--- src/verilog/nesu_defs.svh ---
/*
  offsets, field positions and reset values of the status unit.
  assumes inclusion by the design, checker and bench files.
*/
`ifndef NESU_DEFS_SVH
`define NESU_DEFS_SVH

// register byte addresses
`define NESU_OFS_MAIN_HOLD3   32'h40c0_0020
`define NESU_OFS_SPARE_HOLD0  32'h40c0_0024
`define NESU_OFS_SPARE_HOLD1  32'h4000_0028
`define NESU_OFS_OP_FLAGS     32'h40c0_002c
`define NESU_OFS_LANE_LOW     32'h40c0_0030
`define NESU_OFS_LANE_HIGH    32'h40c0_0034
`define NESU_OFS_CALC_MAIN0   32'h40c0_0038
`define NESU_OFS_CALC_MAIN1   32'h40c0_003c
`define NESU_OFS_CALC_SPARE   32'h40c0_0040
`define NESU_OFS_CONTROL      32'h40c0_0060

// operation_flags bit positions
`define NESU_FLG_PROTECT      16
`define NESU_FLG_LOAD         15
`define NESU_FLG_STORE        14
`define NESU_FLG_EDGE         13

// check result field positions
`define NESU_RES_SWORD_MSB    24
`define NESU_RES_SWORD_LSB    21
`define NESU_RES_SBIT_MSB     20
`define NESU_RES_SBIT_LSB     18
`define NESU_RES_MWORD_MSB    17
`define NESU_RES_MWORD_LSB    7
`define NESU_RES_MBIT_MSB     6
`define NESU_RES_MBIT_LSB     4
`define NESU_RES_SCLS_MSB     3
`define NESU_RES_SCLS_LSB     2
`define NESU_RES_MCLS_MSB     1
`define NESU_RES_MCLS_LSB     0

// control register bit positions
`define NESU_CTL_LOCK         2
`define NESU_CTL_TIGHT        3
`define NESU_CTL_IE_LOAD      8
`define NESU_CTL_IE_STORE     9
`define NESU_CTL_IE_EDGE      10

// reset values
`define NESU_RST_HOLD         16'h0000
`define NESU_RST_RESULT       32'h0000_0000
`define NESU_RST_LOCK         1'b1
`define NESU_RST_CHIPSEL      1'b1
`define NESU_RST_READY        1'b1

`endif

--- src/verilog/nesu_pkg.sv ---
/*
  types of the status unit and its lane ecc engine.
  assumes nothing of its surroundings.
*/
package nesu_pkg;

  typedef enum logic [1:0] {
    NESU_MODE_OFF   = 2'b00,
    NESU_MODE_LOAD  = 2'b01,
    NESU_MODE_STORE = 2'b10,
    NESU_MODE_SOFT  = 2'b11
  } nesu_mode_e;

  typedef struct packed {
    logic [31:0] addr;
    logic [31:0] wdata;
    logic        wr;
    logic        rd;
  } nesu_bus_req_s;

  typedef struct packed {
    logic [31:0] main_code;
    logic [15:0] spare_code;
  } nesu_code_s;

  // stored main code bytes 0..2 of both lanes, held outside this unit
  typedef struct packed {
    logic [23:0] high_lane;
    logic [23:0] low_lane;
  } nesu_stored_s;

endpackage

--- src/verilog/nesu_lane_ecc.sv ---
/*
  per-lane ecc engine: main and spare area codes of one byte lane.
  assumes one byte per valid cycle and a clear before a page.
*/
`timescale 1ns/1ps
module nesu_lane_ecc (
  // clock and reset
  input  wire logic               clk_in,
  input  wire logic               reset_in,
  // data stream
  input  wire logic               clear_in,
  input  wire logic               valid_in,
  input  wire logic               spare_in,
  input  wire logic [7:0]         byte_in,
  // computed codes
  output nesu_pkg::nesu_code_s    code_out
);
  import nesu_pkg::*;

  logic [31:0] main_acc;
  logic [15:0] spare_acc;
  logic [10:0] main_idx;
  logic [3:0]  spare_idx;

  // code: parity, word index, bit index, column
  wire logic       par  = ^byte_in;
  wire logic [2:0] bpar = {^(byte_in & 8'hf0), ^(byte_in & 8'hcc),
                           ^(byte_in & 8'haa)};
  wire logic [31:0] next_main  = main_acc ^ {byte_in, 9'h000, bpar,
                                 {11{par}} & main_idx, par};
  wire logic [15:0] next_spare = spare_acc ^ {byte_in, bpar,
                                 {4{par}} & spare_idx, par};

  always_ff @(posedge clk_in) begin
    if (reset_in || clear_in) begin
      main_acc  <= 32'h0000_0000;
      spare_acc <= 16'h0000;
      main_idx  <= 11'h000;
      spare_idx <= 4'h0;
    end else if (valid_in && !spare_in) begin
      main_acc <= next_main;
      main_idx <= main_idx + 11'h001;
    end else if (valid_in) begin
      spare_acc <= next_spare;
      spare_idx <= spare_idx + 4'h1;
    end
  end

  assign code_out = {main_acc, spare_acc};

endmodule

--- src/verilog/nesu_status_unit.sv ---
/*
  status unit: code holding registers, flags, lane check results
  and control bits behind a plain register port.
  assumes inputs synchronous to clk_in and a sequencer that reports
  completions, protected attempts and pin levels.
*/
// The address-and-strobe port was decided locally.
// Function
// RQ1: fourth main code register, one byte per lane
// RQ2: two spare code registers, one byte per lane
// RQ3: flag protected program or erase while locked
// RQ4: flag load completion, interrupt when enabled
// RQ5: flag store completion, interrupt when enabled
// RQ6: flag ready line transition, interrupt when enabled
// RQ7: mirror chip select level, reset to one
// RQ8: show both ready lines, one means ready
// RQ9: show boot buffer pointer in status
// RQ10: encode main and spare error class
// RQ11: report main failing word and bit
// RQ12: report spare failing word and bit
// RQ13: software trusts results only with valid codes
// RQ14: separate result registers per lane, reset zero
// RQ15: mode field selects off, load, store, software
// RQ16: lock tight sticks until reset
// RQ17: compute four main code bytes per lane
// RQ18: classify by comparing stored and computed codes
// RQ19: writing zero leaves flags unchanged
`timescale 1ns/1ps
`include "nesu_defs.svh"
module nesu_status_unit (
  // clock and reset
  input  wire logic                  clk_in,
  input  wire logic                  reset_in,
  // register port
  input  nesu_pkg::nesu_bus_req_s    bus_in,
  output logic [31:0]                rd_data_out,
  // flash pins as seen by the controller
  input  wire logic                  ready_line_0_in,
  input  wire logic                  ready_line_1_in,
  input  wire logic                  chip_select_level_in,
  input  wire logic [9:0]            boot_buffer_pointer_in,
  // sequencer events
  input  wire logic                  load_done_in,
  input  wire logic                  store_done_in,
  input  wire logic                  protected_attempt_in,
  // ecc data stream
  input  wire logic                  ecc_clear_in,
  input  wire logic                  ecc_valid_in,
  input  wire logic                  ecc_spare_in,
  input  wire logic [15:0]           ecc_data_in,
  // stored codes and checks
  input  nesu_pkg::nesu_stored_s     stored_main_in,
  input  wire logic                  cap_valid_in,
  input  wire logic [1:0]            cap_sel_in,
  input  wire logic [15:0]           cap_data_in,
  input  wire logic                  main_check_in,
  input  wire logic                  spare_check_in,
  // control outputs
  output nesu_pkg::nesu_mode_e       mode_out,
  output logic                       lock_out,
  output logic                       lock_tight_out,
  output logic                       irq_out
);
  import nesu_pkg::*;

  function automatic logic [5:0] ones32(input logic [31:0] v);
    logic [5:0] n;
    n = 6'h00;
    for (int i = 0; i < 32; i++) begin
      n = n + {5'h00, v[i]};
    end
    return n;
  endfunction

  // a lone syndrome bit can only come from the stored code itself
  function automatic logic [1:0] classify(input logic [31:0] syn,
                                          input logic        p,
                                          input logic [2:0]  b,
                                          input logic [7:0]  col);
    logic [7:0] hit;
    hit = 8'h01 << b;
    if (syn == 32'h0000_0000) begin
      return 2'b00;                                    // RQ10
    end else if (ones32(syn) == 6'h01) begin
      return 2'b11;                                    // RQ10
    end else if (p && (col == hit)) begin
      return 2'b01;                                    // RQ10
    end else begin
      return 2'b10;                                    // RQ10
    end
  endfunction

  function automatic logic [31:0] update_result(
      input logic [31:0] old,
      input logic [31:0] msyn,
      input logic [15:0] ssyn,
      input logic        do_main,
      input logic        do_spare);
    logic [31:0] r;
    logic [1:0]  mc;
    logic [1:0]  sc;
    r  = old;
    mc = classify(msyn, msyn[0], msyn[14:12], msyn[31:24]);
    sc = classify({16'h0000, ssyn}, ssyn[0], ssyn[7:5], ssyn[15:8]);
    if (do_main) begin
      r[`NESU_RES_MCLS_MSB:`NESU_RES_MCLS_LSB] = mc;    // RQ18
      r[`NESU_RES_MWORD_MSB:`NESU_RES_MWORD_LSB] =
        (mc == 2'b01) ? msyn[11:1] : 11'h000;          // RQ11
      r[`NESU_RES_MBIT_MSB:`NESU_RES_MBIT_LSB] =
        (mc == 2'b01) ? msyn[14:12] : 3'h0;            // RQ11
    end
    if (do_spare) begin
      r[`NESU_RES_SCLS_MSB:`NESU_RES_SCLS_LSB] = sc;    // RQ18
      r[`NESU_RES_SWORD_MSB:`NESU_RES_SWORD_LSB] =
        (sc == 2'b01) ? ssyn[4:1] : 4'h0;              // RQ12
      r[`NESU_RES_SBIT_MSB:`NESU_RES_SBIT_LSB] =
        (sc == 2'b01) ? ssyn[7:5] : 3'h0;              // RQ12
    end
    return r;
  endfunction

  // holding and result registers
  logic [15:0] main_code_hold_3;
  logic [15:0] spare_code_hold_0;
  logic [15:0] spare_code_hold_1;
  logic [31:0] lane_low_check_result;
  logic [31:0] lane_high_check_result;

  // flags and mirrors
  logic        protect_violation_flag;
  logic        boot_fetch_complete;
  logic        buffer_writeback_complete;
  logic        ready_line_edge_flag;
  logic        chip_select_level;
  logic        ready_line_0;
  logic        ready_line_1;
  logic [9:0]  boot_buffer_pointer;

  // control and computed lane codes
  logic [2:0]  irq_enable;
  nesu_code_s  code_low;
  nesu_code_s  code_high;

  // address decode
  wire logic hit_main3  = bus_in.addr == `NESU_OFS_MAIN_HOLD3;
  wire logic hit_spare0 = bus_in.addr == `NESU_OFS_SPARE_HOLD0;
  wire logic hit_spare1 = bus_in.addr == `NESU_OFS_SPARE_HOLD1;
  wire logic hit_flags  = bus_in.addr == `NESU_OFS_OP_FLAGS;
  wire logic hit_low    = bus_in.addr == `NESU_OFS_LANE_LOW;
  wire logic hit_high   = bus_in.addr == `NESU_OFS_LANE_HIGH;
  wire logic hit_calc0  = bus_in.addr == `NESU_OFS_CALC_MAIN0;
  wire logic hit_calc1  = bus_in.addr == `NESU_OFS_CALC_MAIN1;
  wire logic hit_calcs  = bus_in.addr == `NESU_OFS_CALC_SPARE;
  wire logic hit_ctl    = bus_in.addr == `NESU_OFS_CONTROL;

  wire logic wr_main3  = bus_in.wr && hit_main3;
  wire logic wr_spare0 = bus_in.wr && hit_spare0;
  wire logic wr_spare1 = bus_in.wr && hit_spare1;
  wire logic wr_flags  = bus_in.wr && hit_flags;
  wire logic wr_low    = bus_in.wr && hit_low;
  wire logic wr_high   = bus_in.wr && hit_high;
  wire logic wr_ctl    = bus_in.wr && hit_ctl;

  // capture of code bytes read back from flash
  wire logic cap_main3  = cap_valid_in && (cap_sel_in == 2'd0);
  wire logic cap_spare0 = cap_valid_in && (cap_sel_in == 2'd1);
  wire logic cap_spare1 = cap_valid_in && (cap_sel_in == 2'd2);

  wire logic [15:0] next_main_code_hold_3 =
    cap_main3 ? cap_data_in :
    wr_main3  ? bus_in.wdata[15:0] : main_code_hold_3;     // RQ1
  wire logic [15:0] next_spare_code_hold_0 =
    cap_spare0 ? cap_data_in :
    wr_spare0  ? bus_in.wdata[15:0] : spare_code_hold_0;   // RQ2
  wire logic [15:0] next_spare_code_hold_1 =
    cap_spare1 ? cap_data_in :
    wr_spare1  ? bus_in.wdata[15:0] : spare_code_hold_1;   // RQ2

  // one ecc engine per byte lane
  nesu_lane_ecc u_lane_low (
    .clk_in   (clk_in),
    .reset_in (reset_in),
    .clear_in (ecc_clear_in),
    .valid_in (ecc_valid_in),
    .spare_in (ecc_spare_in),
    .byte_in  (ecc_data_in[7:0]),
    .code_out (code_low)
  );                                                       // RQ17

  nesu_lane_ecc u_lane_high (
    .clk_in   (clk_in),
    .reset_in (reset_in),
    .clear_in (ecc_clear_in),
    .valid_in (ecc_valid_in),
    .spare_in (ecc_spare_in),
    .byte_in  (ecc_data_in[15:8]),
    .code_out (code_high)
  );                                                       // RQ17

  // stored codes of each lane
  wire logic [31:0] stored_main_low =
    {main_code_hold_3[7:0], stored_main_in.low_lane};      // RQ1
  wire logic [31:0] stored_main_high =
    {main_code_hold_3[15:8], stored_main_in.high_lane};    // RQ1
  wire logic [15:0] stored_spare_low =
    {spare_code_hold_1[7:0], spare_code_hold_0[7:0]};      // RQ2
  wire logic [15:0] stored_spare_high =
    {spare_code_hold_1[15:8], spare_code_hold_0[15:8]};    // RQ2

  wire logic [31:0] syn_main_low  = stored_main_low ^ code_low.main_code;
  wire logic [31:0] syn_main_high = stored_main_high ^ code_high.main_code;
  wire logic [15:0] syn_spare_low = stored_spare_low ^ code_low.spare_code;
  wire logic [15:0] syn_spare_high =
    stored_spare_high ^ code_high.spare_code;

  // a check strobe wins over a software write in the same cycle
  wire logic any_check = main_check_in || spare_check_in;
  wire logic [31:0] next_lane_low_check_result =
    any_check ? update_result(lane_low_check_result, syn_main_low,
                              syn_spare_low, main_check_in,
                              spare_check_in) :
    wr_low    ? bus_in.wdata : lane_low_check_result;     // RQ14
  wire logic [31:0] next_lane_high_check_result =
    any_check ? update_result(lane_high_check_result, syn_main_high,
                              syn_spare_high, main_check_in,
                              spare_check_in) :
    wr_high   ? bus_in.wdata : lane_high_check_result;    // RQ14

  // sticky flags: a new event beats a write-one clear
  wire logic locked = lock_out || lock_tight_out;
  wire logic ready_edge = (ready_line_0_in != ready_line_0) ||
                          (ready_line_1_in != ready_line_1);
  wire logic next_protect_violation_flag =
    (protected_attempt_in && locked) ||                    // RQ3
    (protect_violation_flag &&
     !(wr_flags && bus_in.wdata[`NESU_FLG_PROTECT]));      // RQ19
  wire logic next_boot_fetch_complete = load_done_in ||    // RQ4
    (boot_fetch_complete &&
     !(wr_flags && bus_in.wdata[`NESU_FLG_LOAD]));         // RQ19
  wire logic next_buffer_writeback_complete = store_done_in ||  // RQ5
    (buffer_writeback_complete &&
     !(wr_flags && bus_in.wdata[`NESU_FLG_STORE]));        // RQ19
  wire logic next_ready_line_edge_flag = ready_edge ||     // RQ6
    (ready_line_edge_flag &&
     !(wr_flags && bus_in.wdata[`NESU_FLG_EDGE]));         // RQ19

  wire logic next_irq =
    (next_boot_fetch_complete && irq_enable[0]) ||         // RQ4
    (next_buffer_writeback_complete && irq_enable[1]) ||   // RQ5
    (next_ready_line_edge_flag && irq_enable[2]);          // RQ6

  // control register
  wire logic next_lock_tight = lock_tight_out ||
    (wr_ctl && bus_in.wdata[`NESU_CTL_TIGHT]);             // RQ16
  wire logic [31:0] control_view = {21'h00_0000, irq_enable, 4'h0,
                                    lock_tight_out, lock_out, mode_out};
  wire logic [31:0] flags_view = {15'h0000,
    protect_violation_flag, boot_fetch_complete,
    buffer_writeback_complete, ready_line_edge_flag,
    chip_select_level,                                     // RQ7
    ready_line_1, ready_line_0,                            // RQ8
    boot_buffer_pointer};                                  // RQ9

  // read selection; unmapped addresses read zero
  wire logic [31:0] read_mux =
    hit_main3  ? {16'h0000, main_code_hold_3}  :
    hit_spare0 ? {16'h0000, spare_code_hold_0} :
    hit_spare1 ? {16'h0000, spare_code_hold_1} :
    hit_flags  ? flags_view :
    hit_low    ? lane_low_check_result  :
    hit_high   ? lane_high_check_result :
    hit_calc0  ? code_low.main_code  :
    hit_calc1  ? code_high.main_code :
    hit_calcs  ? {code_high.spare_code, code_low.spare_code} :
    hit_ctl    ? control_view : 32'h0000_0000;
  wire logic [31:0] next_rd_data = bus_in.rd ? read_mux : 32'h0000_0000;

  always_ff @(posedge clk_in) begin
    if (reset_in) begin
      main_code_hold_3  <= `NESU_RST_HOLD;
      spare_code_hold_0 <= `NESU_RST_HOLD;
      spare_code_hold_1 <= `NESU_RST_HOLD;
    end else begin
      main_code_hold_3  <= next_main_code_hold_3;
      spare_code_hold_0 <= next_spare_code_hold_0;
      spare_code_hold_1 <= next_spare_code_hold_1;
    end
  end

  always_ff @(posedge clk_in) begin
    if (reset_in) begin
      lane_low_check_result  <= `NESU_RST_RESULT;         // RQ14
      lane_high_check_result <= `NESU_RST_RESULT;         // RQ14
    end else begin
      lane_low_check_result  <= next_lane_low_check_result;
      lane_high_check_result <= next_lane_high_check_result;
    end
  end

  always_ff @(posedge clk_in) begin
    if (reset_in) begin
      protect_violation_flag    <= 1'b0;
      boot_fetch_complete       <= 1'b0;
      buffer_writeback_complete <= 1'b0;
      ready_line_edge_flag      <= 1'b0;
      irq_out                   <= 1'b0;
    end else begin
      protect_violation_flag    <= next_protect_violation_flag;
      boot_fetch_complete       <= next_boot_fetch_complete;
      buffer_writeback_complete <= next_buffer_writeback_complete;
      ready_line_edge_flag      <= next_ready_line_edge_flag;
      irq_out                   <= next_irq;
    end
  end

  // pin mirrors; the ready history also feeds the edge detector
  always_ff @(posedge clk_in) begin
    if (reset_in) begin
      chip_select_level   <= `NESU_RST_CHIPSEL;            // RQ7
      ready_line_0        <= `NESU_RST_READY;
      ready_line_1        <= `NESU_RST_READY;
      boot_buffer_pointer <= 10'h000;
    end else begin
      chip_select_level   <= chip_select_level_in;         // RQ7
      ready_line_0        <= ready_line_0_in;              // RQ8
      ready_line_1        <= ready_line_1_in;              // RQ8
      boot_buffer_pointer <= boot_buffer_pointer_in;       // RQ9
    end
  end

  always_ff @(posedge clk_in) begin
    if (reset_in) begin
      mode_out       <= NESU_MODE_OFF;
      lock_out       <= `NESU_RST_LOCK;
      lock_tight_out <= 1'b0;
      irq_enable     <= 3'h0;
    end else begin
      lock_tight_out <= next_lock_tight;                   // RQ16
      if (wr_ctl) begin
        mode_out   <= nesu_mode_e'(bus_in.wdata[1:0]);     // RQ15
        lock_out   <= bus_in.wdata[`NESU_CTL_LOCK];
        irq_enable <= {bus_in.wdata[`NESU_CTL_IE_EDGE],
                       bus_in.wdata[`NESU_CTL_IE_STORE],
                       bus_in.wdata[`NESU_CTL_IE_LOAD]};
      end
    end
  end

  always_ff @(posedge clk_in) begin
    if (reset_in) begin
      rd_data_out <= 32'h0000_0000;
    end else begin
      rd_data_out <= next_rd_data;
    end
  end

endmodule
--- config.mk ---
export PLATFORM = sky130hd
export DESIGN_NAME = nesu_status_unit
export DESIGN_NICKNAME = d
export VERILOG_FILES = /design/src/verilog/nesu_pkg.sv /design/src/verilog/nesu_lane_ecc.sv /design/src/verilog/nesu_status_unit.sv
export VERILOG_INCLUDE_DIRS = /design/src /design/src/verilog
export SDC_FILE = /design/constraint.sdc
export NUM_CORES = 1
export LEC_CHECK = 0
export ABC_AREA = 0
export BUFFER_PORTS_ARGS = -buffer_cell sky130_fd_sc_hd__buf_2
export CAP_MARGIN = 20
export CORE_MARGIN = 5
export CORE_UTILIZATION = 64
export CTS_CLUSTER_DIAMETER = 60
export DETAILED_ROUTE_END_ITERATION = 6
export PLACE_DENSITY = 0.85
export SLEW_MARGIN = 10
export SYNTH_ARGS = -nofsm -noshare
export SYNTH_HDL_FRONTEND = slang
export SYNTH_SLANG_ARGS = --single-unit
--- constraint.sdc ---
create_clock -name clk_in -period 12.2 [get_ports clk_in]
set_input_delay 1.83 -clock clk_in [delete_from_list [all_inputs] [get_ports clk_in]]
set_output_delay 1.83 -clock clk_in [all_outputs]
set_load 0.01 [all_outputs]
* Word-level counts from Yosys, hierarchy flattened
Index checks and enable logic that the tools add are counted.
** Word-level totals
- Register bits :: 295
- Input port bits :: 172
- Output and inout bits :: 37
- Logic and storage cells :: 296
** Cells by class
- $add $sub $neg :: 96
- Equal/unequal tests :: 28
- Shift-type cells :: 4
- Multiplexer cells :: 48
- Bitwise logic cells :: 15
- Reductions and logical operators :: 72
** Operators by type and width (count)
- 6-bit by 1-bit adder with 6-bit output :: 72
- 32-bit by 31-bit == test with 1-bit output, second input constant :: 10
- 32-bit two-way mux :: 5
- 16-bit two-way mux :: 9
- 32-bit XOR :: 4
- 25-bit two-way mux :: 4
- 32-bit logical NOT :: 2
- 8-bit XOR reduction :: 8
- 16-bit XOR :: 4
- 11-bit two-way mux :: 3
- 8-bit == test :: 4
- 16-bit logical NOT :: 2
- 2-bit two-way mux :: 16
- 1-bit by 3-bit << shifter with 8-bit output, first input constant :: 4
- 1-bit logical AND :: 28
- 14-bit two-way mux :: 2
- 5-bit by 1-bit adder with 6-bit output :: 4
- 6-bit by 1-bit == test with 1-bit output, second input constant :: 4
- 11-bit by 1-bit adder with 11-bit output, second input constant :: 2
- 11-bit bitwise AND :: 2
- 4-bit by 1-bit adder with 5-bit output :: 4
- 17-bit two-way mux :: 1
- 3-bit by 1-bit adder with 4-bit output :: 4
- 7-bit two-way mux :: 2
- other kinds (19) :: 63

* Longest topological paths before layout
Gate-level depths: netlist of run 1.
- Depth after elaboration :: 39
- Mapped depth :: 22
- Gate-level depth less buffers :: 20

* Modules after synthesis
Synthesis of run 1 repeated with hierarchy kept, for this count alone.
** Unflattened totals
- Cells, all modules :: 2003
- Area, all modules :: 17360.4 µm²
** By module, submodules not included
- nesu_status_unit :: times used 1, cells an instance 1443, area an instance 12590.8 µm², sequential area each 3383.2 µm²
- nesu_lane_ecc :: times used 2, cells an instance 280, area an instance 2384.8 µm², sequential area each 1081.0 µm²

* Worst setup path before layout of run 1
Ideal clock, no wire load.
- Kind :: input-to-reg
- Start point :: input stored_main_in[14] (netlist name)
- End point :: register lane_low_check_result[10]
- Setup time :: 0.074 ns
- Arrival time :: 7.444 ns
- Data required time :: 12.126 ns
- Slack :: 4.681 ns
- Cell stages on the path :: 22
- Path buffers :: 2
- Cell sequence :: xor2_1 > inv_1 > clkbuf_1 > fa_1 > fa_1 > fa_1 > fa_1 > inv_1 > fa_1 > inv_1 > fa_1 > inv_1 > ha_1 > fa_1 > nor4_1 > nand3b_1 > a21oi_1 > or4_4 > nor4b_4 > buf_6 > a21oi_2 > nor3_2
** Between the ends
- Word-level cells in the longest chain between the ends :: 26
- Elaborated cells between the ends (all ways) :: 31
- Those cells by class :: add/sub: 18; eq/ne: 3; shift: 1; mux: 6; bitwise: 1; reduce/logical: 2
** Ends and longest elaborated chain
- from (decl) :: line nesu_status_unit.sv:52 : input nesu_pkg::nesu_stored_s stored_main_in,
- 32-bit XOR * :: line nesu_status_unit.sv:210 : wire logic [31:0] syn_main_low = stored_main_low ^ code_low.main_code;
- 6-bit by 1-bit adder with 6-bit output (18 in series) :: line nesu_status_unit.sv:70 : n = n + {5'h00, v[i]};
- 6-bit by 1-bit == test with 1-bit output :: line nesu_status_unit.sv:84 : end else if (ones32(syn) == 6'h01) begin
- 2-bit two-way mux :: line nesu_status_unit.sv:84
- 2-bit two-way mux * :: line nesu_status_unit.sv:82 : if (syn == 32'h0000_0000) begin
- 2-bit by 1-bit == test with 1-bit output * :: line nesu_status_unit.sv:108 : (mc == 2'b01) ? msyn[11:1] : 11'h000;
- 11-bit two-way mux * :: line nesu_status_unit.sv:108
- 14-bit two-way mux * :: line nesu_status_unit.sv:105 : if (do_main) begin
- 25-bit two-way mux * :: line nesu_status_unit.sv:219 : any_check ? update_result(lane_low_check_result, syn_main_low,
- to (signal assigned) :: line nesu_status_unit.sv:292 : lane_low_check_result <= `NESU_RST_RESULT;
- to (signal assigned) :: line nesu_status_unit.sv:295 : lane_low_check_result <= next_lane_low_check_result;
- to (decl) :: line nesu_status_unit.sv:126 : logic [31:0] lane_low_check_result;
Every way passes the cells marked *; elsewhere a longest branch is shown, timed or not. The select of a mux whose other input is x is not followed.
A chain may end at the register's enable or synchronous reset.

* Worst setup path after layout of run 1
- Start point :: input stored_main_in[14] (netlist name)
- End point :: register lane_low_check_result[5]
** Between the ends
- Word-level cells in the longest chain between the ends :: 26
- Elaborated cells between the ends (all ways) :: 31
- Those cells by class :: add/sub: 18; eq/ne: 3; shift: 1; mux: 6; bitwise: 1; reduce/logical: 2
** Ends and longest elaborated chain
- 32-bit XOR * :: line nesu_status_unit.sv:210
- 6-bit by 1-bit adder with 6-bit output (18 in series) :: line nesu_status_unit.sv:70
- 6-bit by 1-bit == test with 1-bit output :: line nesu_status_unit.sv:84
- 2-bit two-way mux :: line nesu_status_unit.sv:84
- 2-bit two-way mux * :: line nesu_status_unit.sv:82
- 2-bit by 1-bit == test with 1-bit output * :: line nesu_status_unit.sv:110 : (mc == 2'b01) ? msyn[14:12] : 3'h0;
- 3-bit two-way mux * :: line nesu_status_unit.sv:110
- 14-bit two-way mux * :: line nesu_status_unit.sv:105
- 25-bit two-way mux * :: line nesu_status_unit.sv:219
Marks and branches as above.

==> summary by stage, run 1 <==
Status
The flow ran to the end, and the final reports show no timing, DRC or antenna violations.

Cells and area
The top cell types in the final layout, fill and taps aside, are dfxtp_1, nor2_1, buf_2. The area growth from synthesis to layout is 13.7%. The most common cell after layout, fill and taps aside is dfxtp_1.

The repair_antennas step left the layout with diodes totalling 0. The number of fillers in the final layout is 1953. The final layout net count is 2369. Cells with a size suffix above 1 make up 16.5% of the layout. Leaving out filler cells and counting taps, the final layout contains 2458.

Drt
The detailed-router iteration count before antenna repair is 6. Dividing the detail-routed wire length by the instance count gives 25.1 um. The final wirelength is 61.7 mm. The via density per instance is 6.62. The number of violations reported at the end of detailed-routing iteration 0 is 2496. The total number of vias is 16300.

The count of nets left with antenna violations once routing finished came out at 0. After detailed routing, the number of remaining DRC violations is 0.

Placement
The half-perimeter wire length after detailed placement is 47.2 mm. In this run the tool buffered the top-level ports with 208 buffer cells. The routability-driven placement congestion ratio is 1.03. In this run, placement finished with an instance count of 2399.

Global routing
The initial antenna violation count is 0. The pin count of the biggest net entering global routing is 95. The global-route usage over all layers is 40.5%. For this run the aggregate overflow at the end of global routing stands at 0. The global-route wire length before repair is 91.7 mm. The number of global-route vias before repair came to 15400.

Yosys
Yosys printed 0 warnings. The flip-flop and latch count after synthesis is 277. The fraction of registers with async set/reset is 0%. Each instance of the synthesized netlist takes up on average 8.63 sq um. Of the synthesized area, sequential elements account for 33.0%.

In this run the cell area of the synthesized design comes to 16800 sq um. The net count of the mapped netlist is 2220. In this run, synthesis inferred 0 flip-flops with an integrated enable. The count of different cell masters after synthesis is 85. The cell count after synthesis came out at 1950. The most common flop cell mapped by yosys is dfxtp_1.

Job
The tool flagged a number of max-cap violations equal to 0.

Hold path
The path class of the tightest hold or removal check is reg -> reg. The worst hold path was traced through 2 stages. The hold path startpoint is lane_high_check_result[21]. The worst hold path terminates at lane_high_check_result[21].

Floorplan
The starting density of the core is 64.8%. The floorplan row count is 59. The total core area is 26000 sq um. The floorplan die height is 172 um. The width of the chip is 172 um. The area of the die is 29600 sq um. In this run the count of I/O pins placed on the die edge is 209.

Clock network
Clock tree synthesis inserted a total of 31 buffers. For this design, the CTS-stage hold fixing added 0 buffers. In this run the number of H-tree levels came out at 1. The maximum root-to-sink buffer count is 3.

For this design, the sink count on the clock tree is 277. For the worst-skew pair, the clock arrives at the later sink with an insertion delay of 0.59 ns. In this run, post-CTS repair resized a total of 0 instances. Post-CTS timing repair inserted 0 buffers for setup. The buffer type at the clock tree root is clkbuf_16. TritonCTS built the clock tree. The clock transition at the registers of the reported paths is 0.06 ns.

Timing
The count of endpoints failing setup in the final report is 0. The final cycle utilization of the critical path is 69.9%. The number of slew-limit violations in the final report is 0. The time the final worst path needs with I/O delays and setup is 8.53 ns. The transition time at the pin with the least slew margin is 1.14 ns. The worst clock skew on the final layout is 0.0152 ns. The highest achievable clock rate is 117 MHz.

The final-layout setup total negative slack is 0 ns. Setup repair after global routing left no endpoint under its margin. The final count of hold timing violations is 0. The headroom to the max-slew limit is 23.8%.

Worst setup path
In this run the worst path has a maximum fanout of 15. The kind of start point of the critical path is an input pin. The end of the worst register-to-register path is lane_low_check_result[5]. The largest stage delay on the critical path is 0.91 ns. Setup slack on the worst reg-to-reg path comes out at 4.56 ns. The setup path with the least slack is of type in -> reg. At the worst endpoint, the arrival time is 9.02 ns. The required time at the endpoint of the critical path is 12.69 ns.

Counting cells, the worst reg-to-reg path comes to 20. The cell seen most often among critical-path stages is fa_1. The worst setup path is captured at a flip-flop. Walking the worst path, the cells encountered are buf_2 -> xor2_1 -> inv_1 -> fa_1 -> fa_1 -> fa_1 -> fa_1 -> inv_1 -> fa_1 -> inv_1 -> fa_1 -> inv_1 -> ha_1 -> fa_1 -> nor4_1 -> nand3b_1 -> a21oi_1 -> or4_4 -> nor4b_4 -> nand3b_1 -> a311oi_1. The master of the slowest instance on the critical path is nor4b_4. The worst register-to-register path begins at u_lane_low.main_acc[14].

Pwr
IR analysis of the VDD net gives a maximum drop of 0.000155 V. Summed over all cells, the static leakage comes to 7.82 nW. Power spread over the standard cell area amounts to 151 nW/um^2.
[cells in the mapped netlist, types with 10 or more instances]
library cell / instances / area share [%]
buf_2: 22 / 0.65
o21ai_0: 54 / 1.6
a221oi_1: 20 / 1.0
inv_1: 100 / 2.2
fa_1: 68 / 8.1
or3_1: 25 / 0.93
xnor2_1: 84 / 4.4
a221o_1: 14 / 0.83
a222oi_1: 18 / 1.1
nor3_1: 40 / 1.2
nor2_1: 275 / 6.1
nand4_1: 27 / 1.0
nor3_2: 12 / 0.71
dfxtp_1: 277 / 33
mux2_2: 12 / 0.80
xor2_1: 98 / 5.1
a21oi_2: 10 / 0.52
mux2i_1: 75 / 4.5
nor4_1: 18 / 0.67
nand3_1: 23 / 0.68
a21oi_1: 75 / 2.2
o211ai_1: 16 / 0.71
nor2b_1: 14 / 0.52
nand3b_1: 15 / 0.67
clkbuf_1: 76 / 1.7
a211oi_1: 59 / 2.6
a31oi_1: 42 / 1.6
nand2_1: 177 / 3.9
ha_1: 30 / 2.2
[state kept, by name, summed over array words and instances, names as in the netlist, 2 cells and up]
signal / cells
u_lane_high.main_idx: 11
u_lane_low.main_idx: 11
lane_high_check_result: 32
u_lane_low.main_acc: 23
u_lane_high.spare_acc: 16
spare_code_hold_0: 16
main_code_hold_3: 16
u_lane_low.spare_idx: 4
u_lane_low.spare_acc: 16
spare_code_hold_1: 16
rd_data_out: 32
lane_low_check_result: 32
boot_buffer_pointer: 10
u_lane_high.main_acc: 23
u_lane_high.spare_idx: 4
mode_out: 2
irq_enable: 3
[where the power goes]
| part | total (mW) | switching [mW] | internal [mW] |
|---|---|---|---|
| combinational | 0.893 | 0.520 | 0.373 |
| clock | 1.01 | 0.414 | 0.600 |
| sequential | 0.977 | 0.0418 | 0.935 |
[metal layers]
metal | global-route usage (%) | wire length (um) | vias up
met3 | 10.8 | 8300 | 261
met2 | 59.3 | 25700 | 1198
met5 | 0 | 0 | -
met1 | 54.5 | 23100 | 7670
met4 | 22.6 | 4530 | 0
li1 | - | - | 7142
[worst max-delay path by stage]
stage / start / to / cells after the start
floorplan: stored_main_in[14] / lane_low_check_result[10] / 22
global placement: stored_main_in[14] / lane_low_check_result[4] / 21
detailed placement: stored_main_in[14] / lane_low_check_result[5] / 21
CTS: stored_main_in[14] / lane_low_check_result[5] / 21
global route: stored_main_in[14] / lane_low_check_result[5] / 21
finish: stored_main_in[14] / lane_low_check_result[5] / 21
[metrics by stage]
stage | instance area (sq um) | utilization, % | total power, mW | hold WS (ns) | worst slack, ns
6_report | 19100 | 73.6 | 2.88 | 0.493 | 3.67
5_1_grt | 19100 | 73.6 | 3.03 | 0.509 | 3.37
4_1_cts | 19100 | 73.5 | 2.87 | 0.482 | 3.77
3_5_place_dp | 18000 | 69.2 | 1.87 | 0.471 | 3.19
3_3_place_gp | 18000 | 69.2 | 1.82 | 0.468 | 3.38
2_1_floorplan | 16800 | - | 1.62 | 0.432 | 4.68
[critical path: cells and delay by family]
kind,cells,cell delay [ns]
AOI/OAI and AO/OA,2,0.39
xor gates and xnor gates,1,0.61
adders and majority gates,8,3.87
buffers and inverters,5,0.67
and+or+nand+nor,5,1.67
[cell type report]
class | count | area [sq um] | area share, %
inverter | 105 | 394 | 2.06
clock inverter | 16 | 236 | 1.24
tap | 335 | 419 | 2.19
timing repair buffer | 227 | 1200 | 6.26
multi-input combinational | 1457 | 10500 | 54.7
clock buffer | 41 | 883 | 4.62
sequential | 277 | 5550 | 29.0
[logic make-up (layout without fill, tap and decap cells)]
group | Yosys count | in the layout | share of synthesized area (%)
AOI/OAI and AO/OA | 395 | 395 | 16.5
xor gates and xnor gates | 187 | 187 | 10.0
adders and majority gates | 98 | 98 | 10.3
buffers and inverters | 216 | 389 | 5.14
DFF | 277 | 277 | 33.0
muxes | 87 | 87 | 5.26
and+or+nand+nor | 690 | 690 | 19.8
No activity file was read; power rests on OpenSTA's default activity.
==> run 2, diff against run 1 <==
Settings changed: ABC_AREA 0 to 1, CORE_UTILIZATION 64 to 60, PLACE_DENSITY 0.85 to 0.8.
Clock period 12.2 ns to 8.7 ns, I/O delays scaled along.
==> run 2 against run 1 <==
Against the previous run:
- cell count up 25%
- critical path depth down 4
- combinational power up 50%
- register-to-register slack worse by 2.1 ns
- non-clock buffer count unchanged
- global-route usage down 2.7 points
- utilization down 5.0 points
- first-iteration DRC count up 6.5%
- clock-buffer cell count unchanged
- largest power group is now sequential cells
==> summary by stage, run 2 <==
Clock network
The clock insertion delay at the later pin of the skew report was 0.58 ns (about the same). The number of post-CTS setup repair buffers came to 0 (unchanged). The post-cts repair resize count is 0 (unchanged).

The CTS tree is done. The number of levels the H-tree was split into is 1 (unchanged). The total number of clock tree sinks is 277 (unchanged). The maximum root-to-sink buffer count was 3 (unchanged). The buffer type at the clock tree root is clkbuf_16. The clock transition at the registers of the reported paths came to 0.06 ns (about the same). The cts-stage hold buffer count is 0 (unchanged). The clock buffer count from CTS is 31 (unchanged).

Job
The count of max-cap constraint violations is 0 (unchanged).

Placement
The cell area after placement is 18700 sq um (+4.1%). The worst setup slack after placement is 1.73 ns (-1.46 ns). The half-perimeter wire length after detailed placement is 49.7 mm (+5.3%). The routability-driven placement congestion ratio came to 1.12 (+8.3%). The total of buffers placed on input and output ports is 208 (unchanged).

Cells and area
The largest registers in the layout are lane_high_check_result: 32 flops, lane_low_check_result: 32 flops, rd_data_out: 32 flops. The final layout net count came to 2937 (+24%). In the layout the commonest cells are nand2_1, inv_1, nor2_1. The final instance area is 19800 sq um (+3.3%). The total area of multi-input combinational cells is 10200 sq um (-2.3%). Leaving out fill and tap cells, the most frequent cell in the layout is nand2_1.

The flip-flop and latch area is 5550 sq um (unchanged). The final core area utilization was 68.7% (-5.0 points). The number of fillers in the final layout is 2572 (+32%). The antenna diode count was 0 (unchanged). Relative to the synthesized area, the layout overhead comes to 12.7%. The share of final-layout standard cells stronger than drive strength 1 came to 12.9% (-3.6 points).

Timing
The count of endpoints failing setup in the final report came to 0 (unchanged). The highest achievable clock rate is 157 MHz. The transition time at the pin with the least slew margin is 1.16 ns (+0.0266 ns). Setup repair after global routing left no endpoint under its margin. The final critical path takes up 73.2% of the cycle. The number of slew-limit violations in the final report came to 0 (unchanged).

The final count of hold timing violations came to 0 (unchanged). The headroom to the max-slew limit is 22.6% (-1.3 points). The final-layout setup total negative slack was 0 ns (unchanged). The slack of the critical path is 2.33 ns (-1.34 ns). The post-route worst hold slack is 0.451 ns (-0.0414 ns). The time the final worst path needs with I/O delays and setup is 6.37 ns. The worst clock skew on the final layout came to 0.0295 ns (+0.0143 ns).

Yosys
The count of different cell masters after synthesis came to 51 (-40%). The area of the mapped netlist is 17500 sq um (+4.2%). The main combinational cell family by area after synthesis is simple AND/OR/NAND/NOR gates. The net count of the mapped netlist is 2790 (+26%). The number of enable-type register cells in the synthesized netlist came to 0 (unchanged). Sorting the synthesized cells by how often they occur yields nand2_1, inv_1, nor2_1. The flip-flop and latch count after synthesis is 277 (unchanged). The share of the synthesized area in the top cell type is 31.6% (-1.3 points). The mean post-synth cell area is 6.96 sq um (-19%). The cell with the most instances after synthesis is nand2_1. The portion of the post-synthesis area used by sequential elements came to 31.6% (-1.3 points).

The fraction of registers with async set/reset is 0% (unchanged). The post-synthesis share of cell area spent on and, or, nand and nor gates is 26.0% (+6.2 points). The XOR/XNOR share of the synthesized area is 5.91% (-4.1 points). The number of warning messages in the yosys log is 0 (unchanged).

The most used flip-flop cell after synthesis is dfxtp_1. The fraction of the mapped netlist area in adder cells came to 9.90% (-0.42 points). In the post-synthesis netlist, the biggest area contributors are dfxtp_1, nand2_1, fa_1, inv_1, o21ai_0. The share of synthesized area spent on multiplexers is 0.0642% (-5.2 points).

The cell count after synthesis is 2520 (+29%). Of all cell types, the one taking the most synthesized area is dfxtp_1. The synthesized-area fraction occupied by ao, oa, aoi and oai cells was 16.2% (-0.24 points).

Status
The run finished with clean final reports.

Worst setup path
The kind of start point of the critical path is an input pin. The worst endpoint data arrival time came to 6.84 ns (-2.18 ns). The endpoint kind of the worst setup timing path is a flip-flop. The required time at the endpoint of the critical path is 9.17 ns (-3.52 ns). The critical path start-end classification is in -> reg. The maximum fanout along the worst path is 16 (+1).

Drt
The via density per instance is 5.98 (-9.6%). The final antenna-violating net count was 0 (unchanged). The number of violations reported at the end of detailed-routing iteration 0 is 2657 (+6.5%).

The post-route DRC violation count is 0 (unchanged). The average wire length per cell after detail routing is 21.1 um (-16%). The detailed-router iteration count before antenna repair is 7 (+1).

The total number of vias came to 18400 (+13%). The final wirelength came to 64.8 mm (+5.1%).

Pwr
The switching power share of the total is 35.3% (+1.5 points). The cell internal power dissipation is 2.61 mW (+37%). The share of power burned in combinational logic is 33.2% (+2.2 points). The power per cell area is 204 nW/um^2 (+36%). The share of total power in the clock network came to 33.1% (-2.1 points). The total net switching power was 1.43 mW (+46%). The sequential power share is 33.7% (-0.2 points). The peak supply drop is 0.000187 V (+21%). The static power due to leakage is 8.74 nW (+12%).

Global routing
The global-route usage over all layers is 37.9% (-2.7 points). The sum of overflow across all layers after global routing is 0 (unchanged). The number of global-route vias before repair is 17400 (+12%). The global-route wire length before repair came to 98.2 mm (+7.1%). The initial antenna violation count is 0 (unchanged). The pin count of the biggest net entering global routing is 121 (+27%).

Floorplan
The number of primary I/O pins is 209 (unchanged). The starting density of the core is 60.9% (-3.8 points). The floorplan die height is 181 um (+5.1%). The area of the die is 32700 sq um (+11%). The width of the chip is 181 um (+5.1%). The total core area is 28800 sq um (+11%).

The floorplan row count is 62 (+5.1%).

Hold path
The class of the worst hold path is reg -> reg.
==> run 2: kinds of logic (layout without fill, tap and decap cells) <==
logic type / Yosys count / after routing
xor+xnor: 114 / 114
compound gates: 537 / 537
flops: 277 / 277
mux: 1 / 1
buf+inv: 458 / 628
fa+ha+maj: 98 / 98
simple gates: 1035 / 1035
==> run 2: critical path: stages <==
cell,delay [ns]
buf_2,0.13
xnor2_1,0.37
fa_1,0.52
fa_1,0.55
fa_1,0.45
fa_1,0.54
inv_1,0.05
fa_1,0.47
inv_1,0.05
fa_1,0.47
inv_1,0.04
ha_1,0.21
fa_1,0.50
nor4_1,0.33
nand3_1,0.48
nand4_1,0.28
a21oi_1,0.08
==> run 2: worst paths after layout <==
path	from	endpoint	slack, ns	depth (start not counted)
setup / recovery	stored_main_in[12]	lane_low_check_result[5]	2.33	17
hold / removal	lane_low_check_result[27]	lane_low_check_result[27]	0.45	2
setup reg to reg	main_code_hold_3[3]	lane_low_check_result[5]	2.48	17
hold reg to reg	lane_low_check_result[27]	lane_low_check_result[27]	0.45	2
==> run 2: area by class of cell <==
| type | count | area share, % |
|---|---|---|
| multi-input cells | 1785 | 51.7 |
| inverters | 345 | 6.55 |
| well taps | 384 | 2.43 |
| clock buffers | 41 | 4.52 |
| flip-flops and latches | 277 | 28.1 |
| repair buffers | 227 | 5.99 |
| clock inverters | 15 | 0.722 |
==> run 2: per-layer routing <==
layer	wire length, um	track usage [%]	vias up	part of all wire, %
met1	24600	50.5	8484	38
met2	28400	59.7	1226	44
met3	8750	9.73	193	13
met4	3010	14.0	0	4.7
met5	0	0	-	0
li1	-	-	8491	-
==> run 2: stage by stage <==
step                      std cells  power (mW)
after floorplan                2520        2.35
after detailed placement       3018        2.70
final                          3074        4.04
after global placement         3017        2.61
after global routing           3074        4.28
after CTS                      3074        4.01
==> run 2: power groups by stage <==
stage | Combinational, mW | Clock [mW] | Sequential, mW
after global placement | 1.22 | 0 | 1.38
after global routing | 1.53 | 1.39 | 1.36
after CTS | 1.32 | 1.33 | 1.36
after floorplan | 0.988 | 0 | 1.36
final | 1.34 | 1.33 | 1.36
after detailed placement | 1.32 | 0 | 1.38
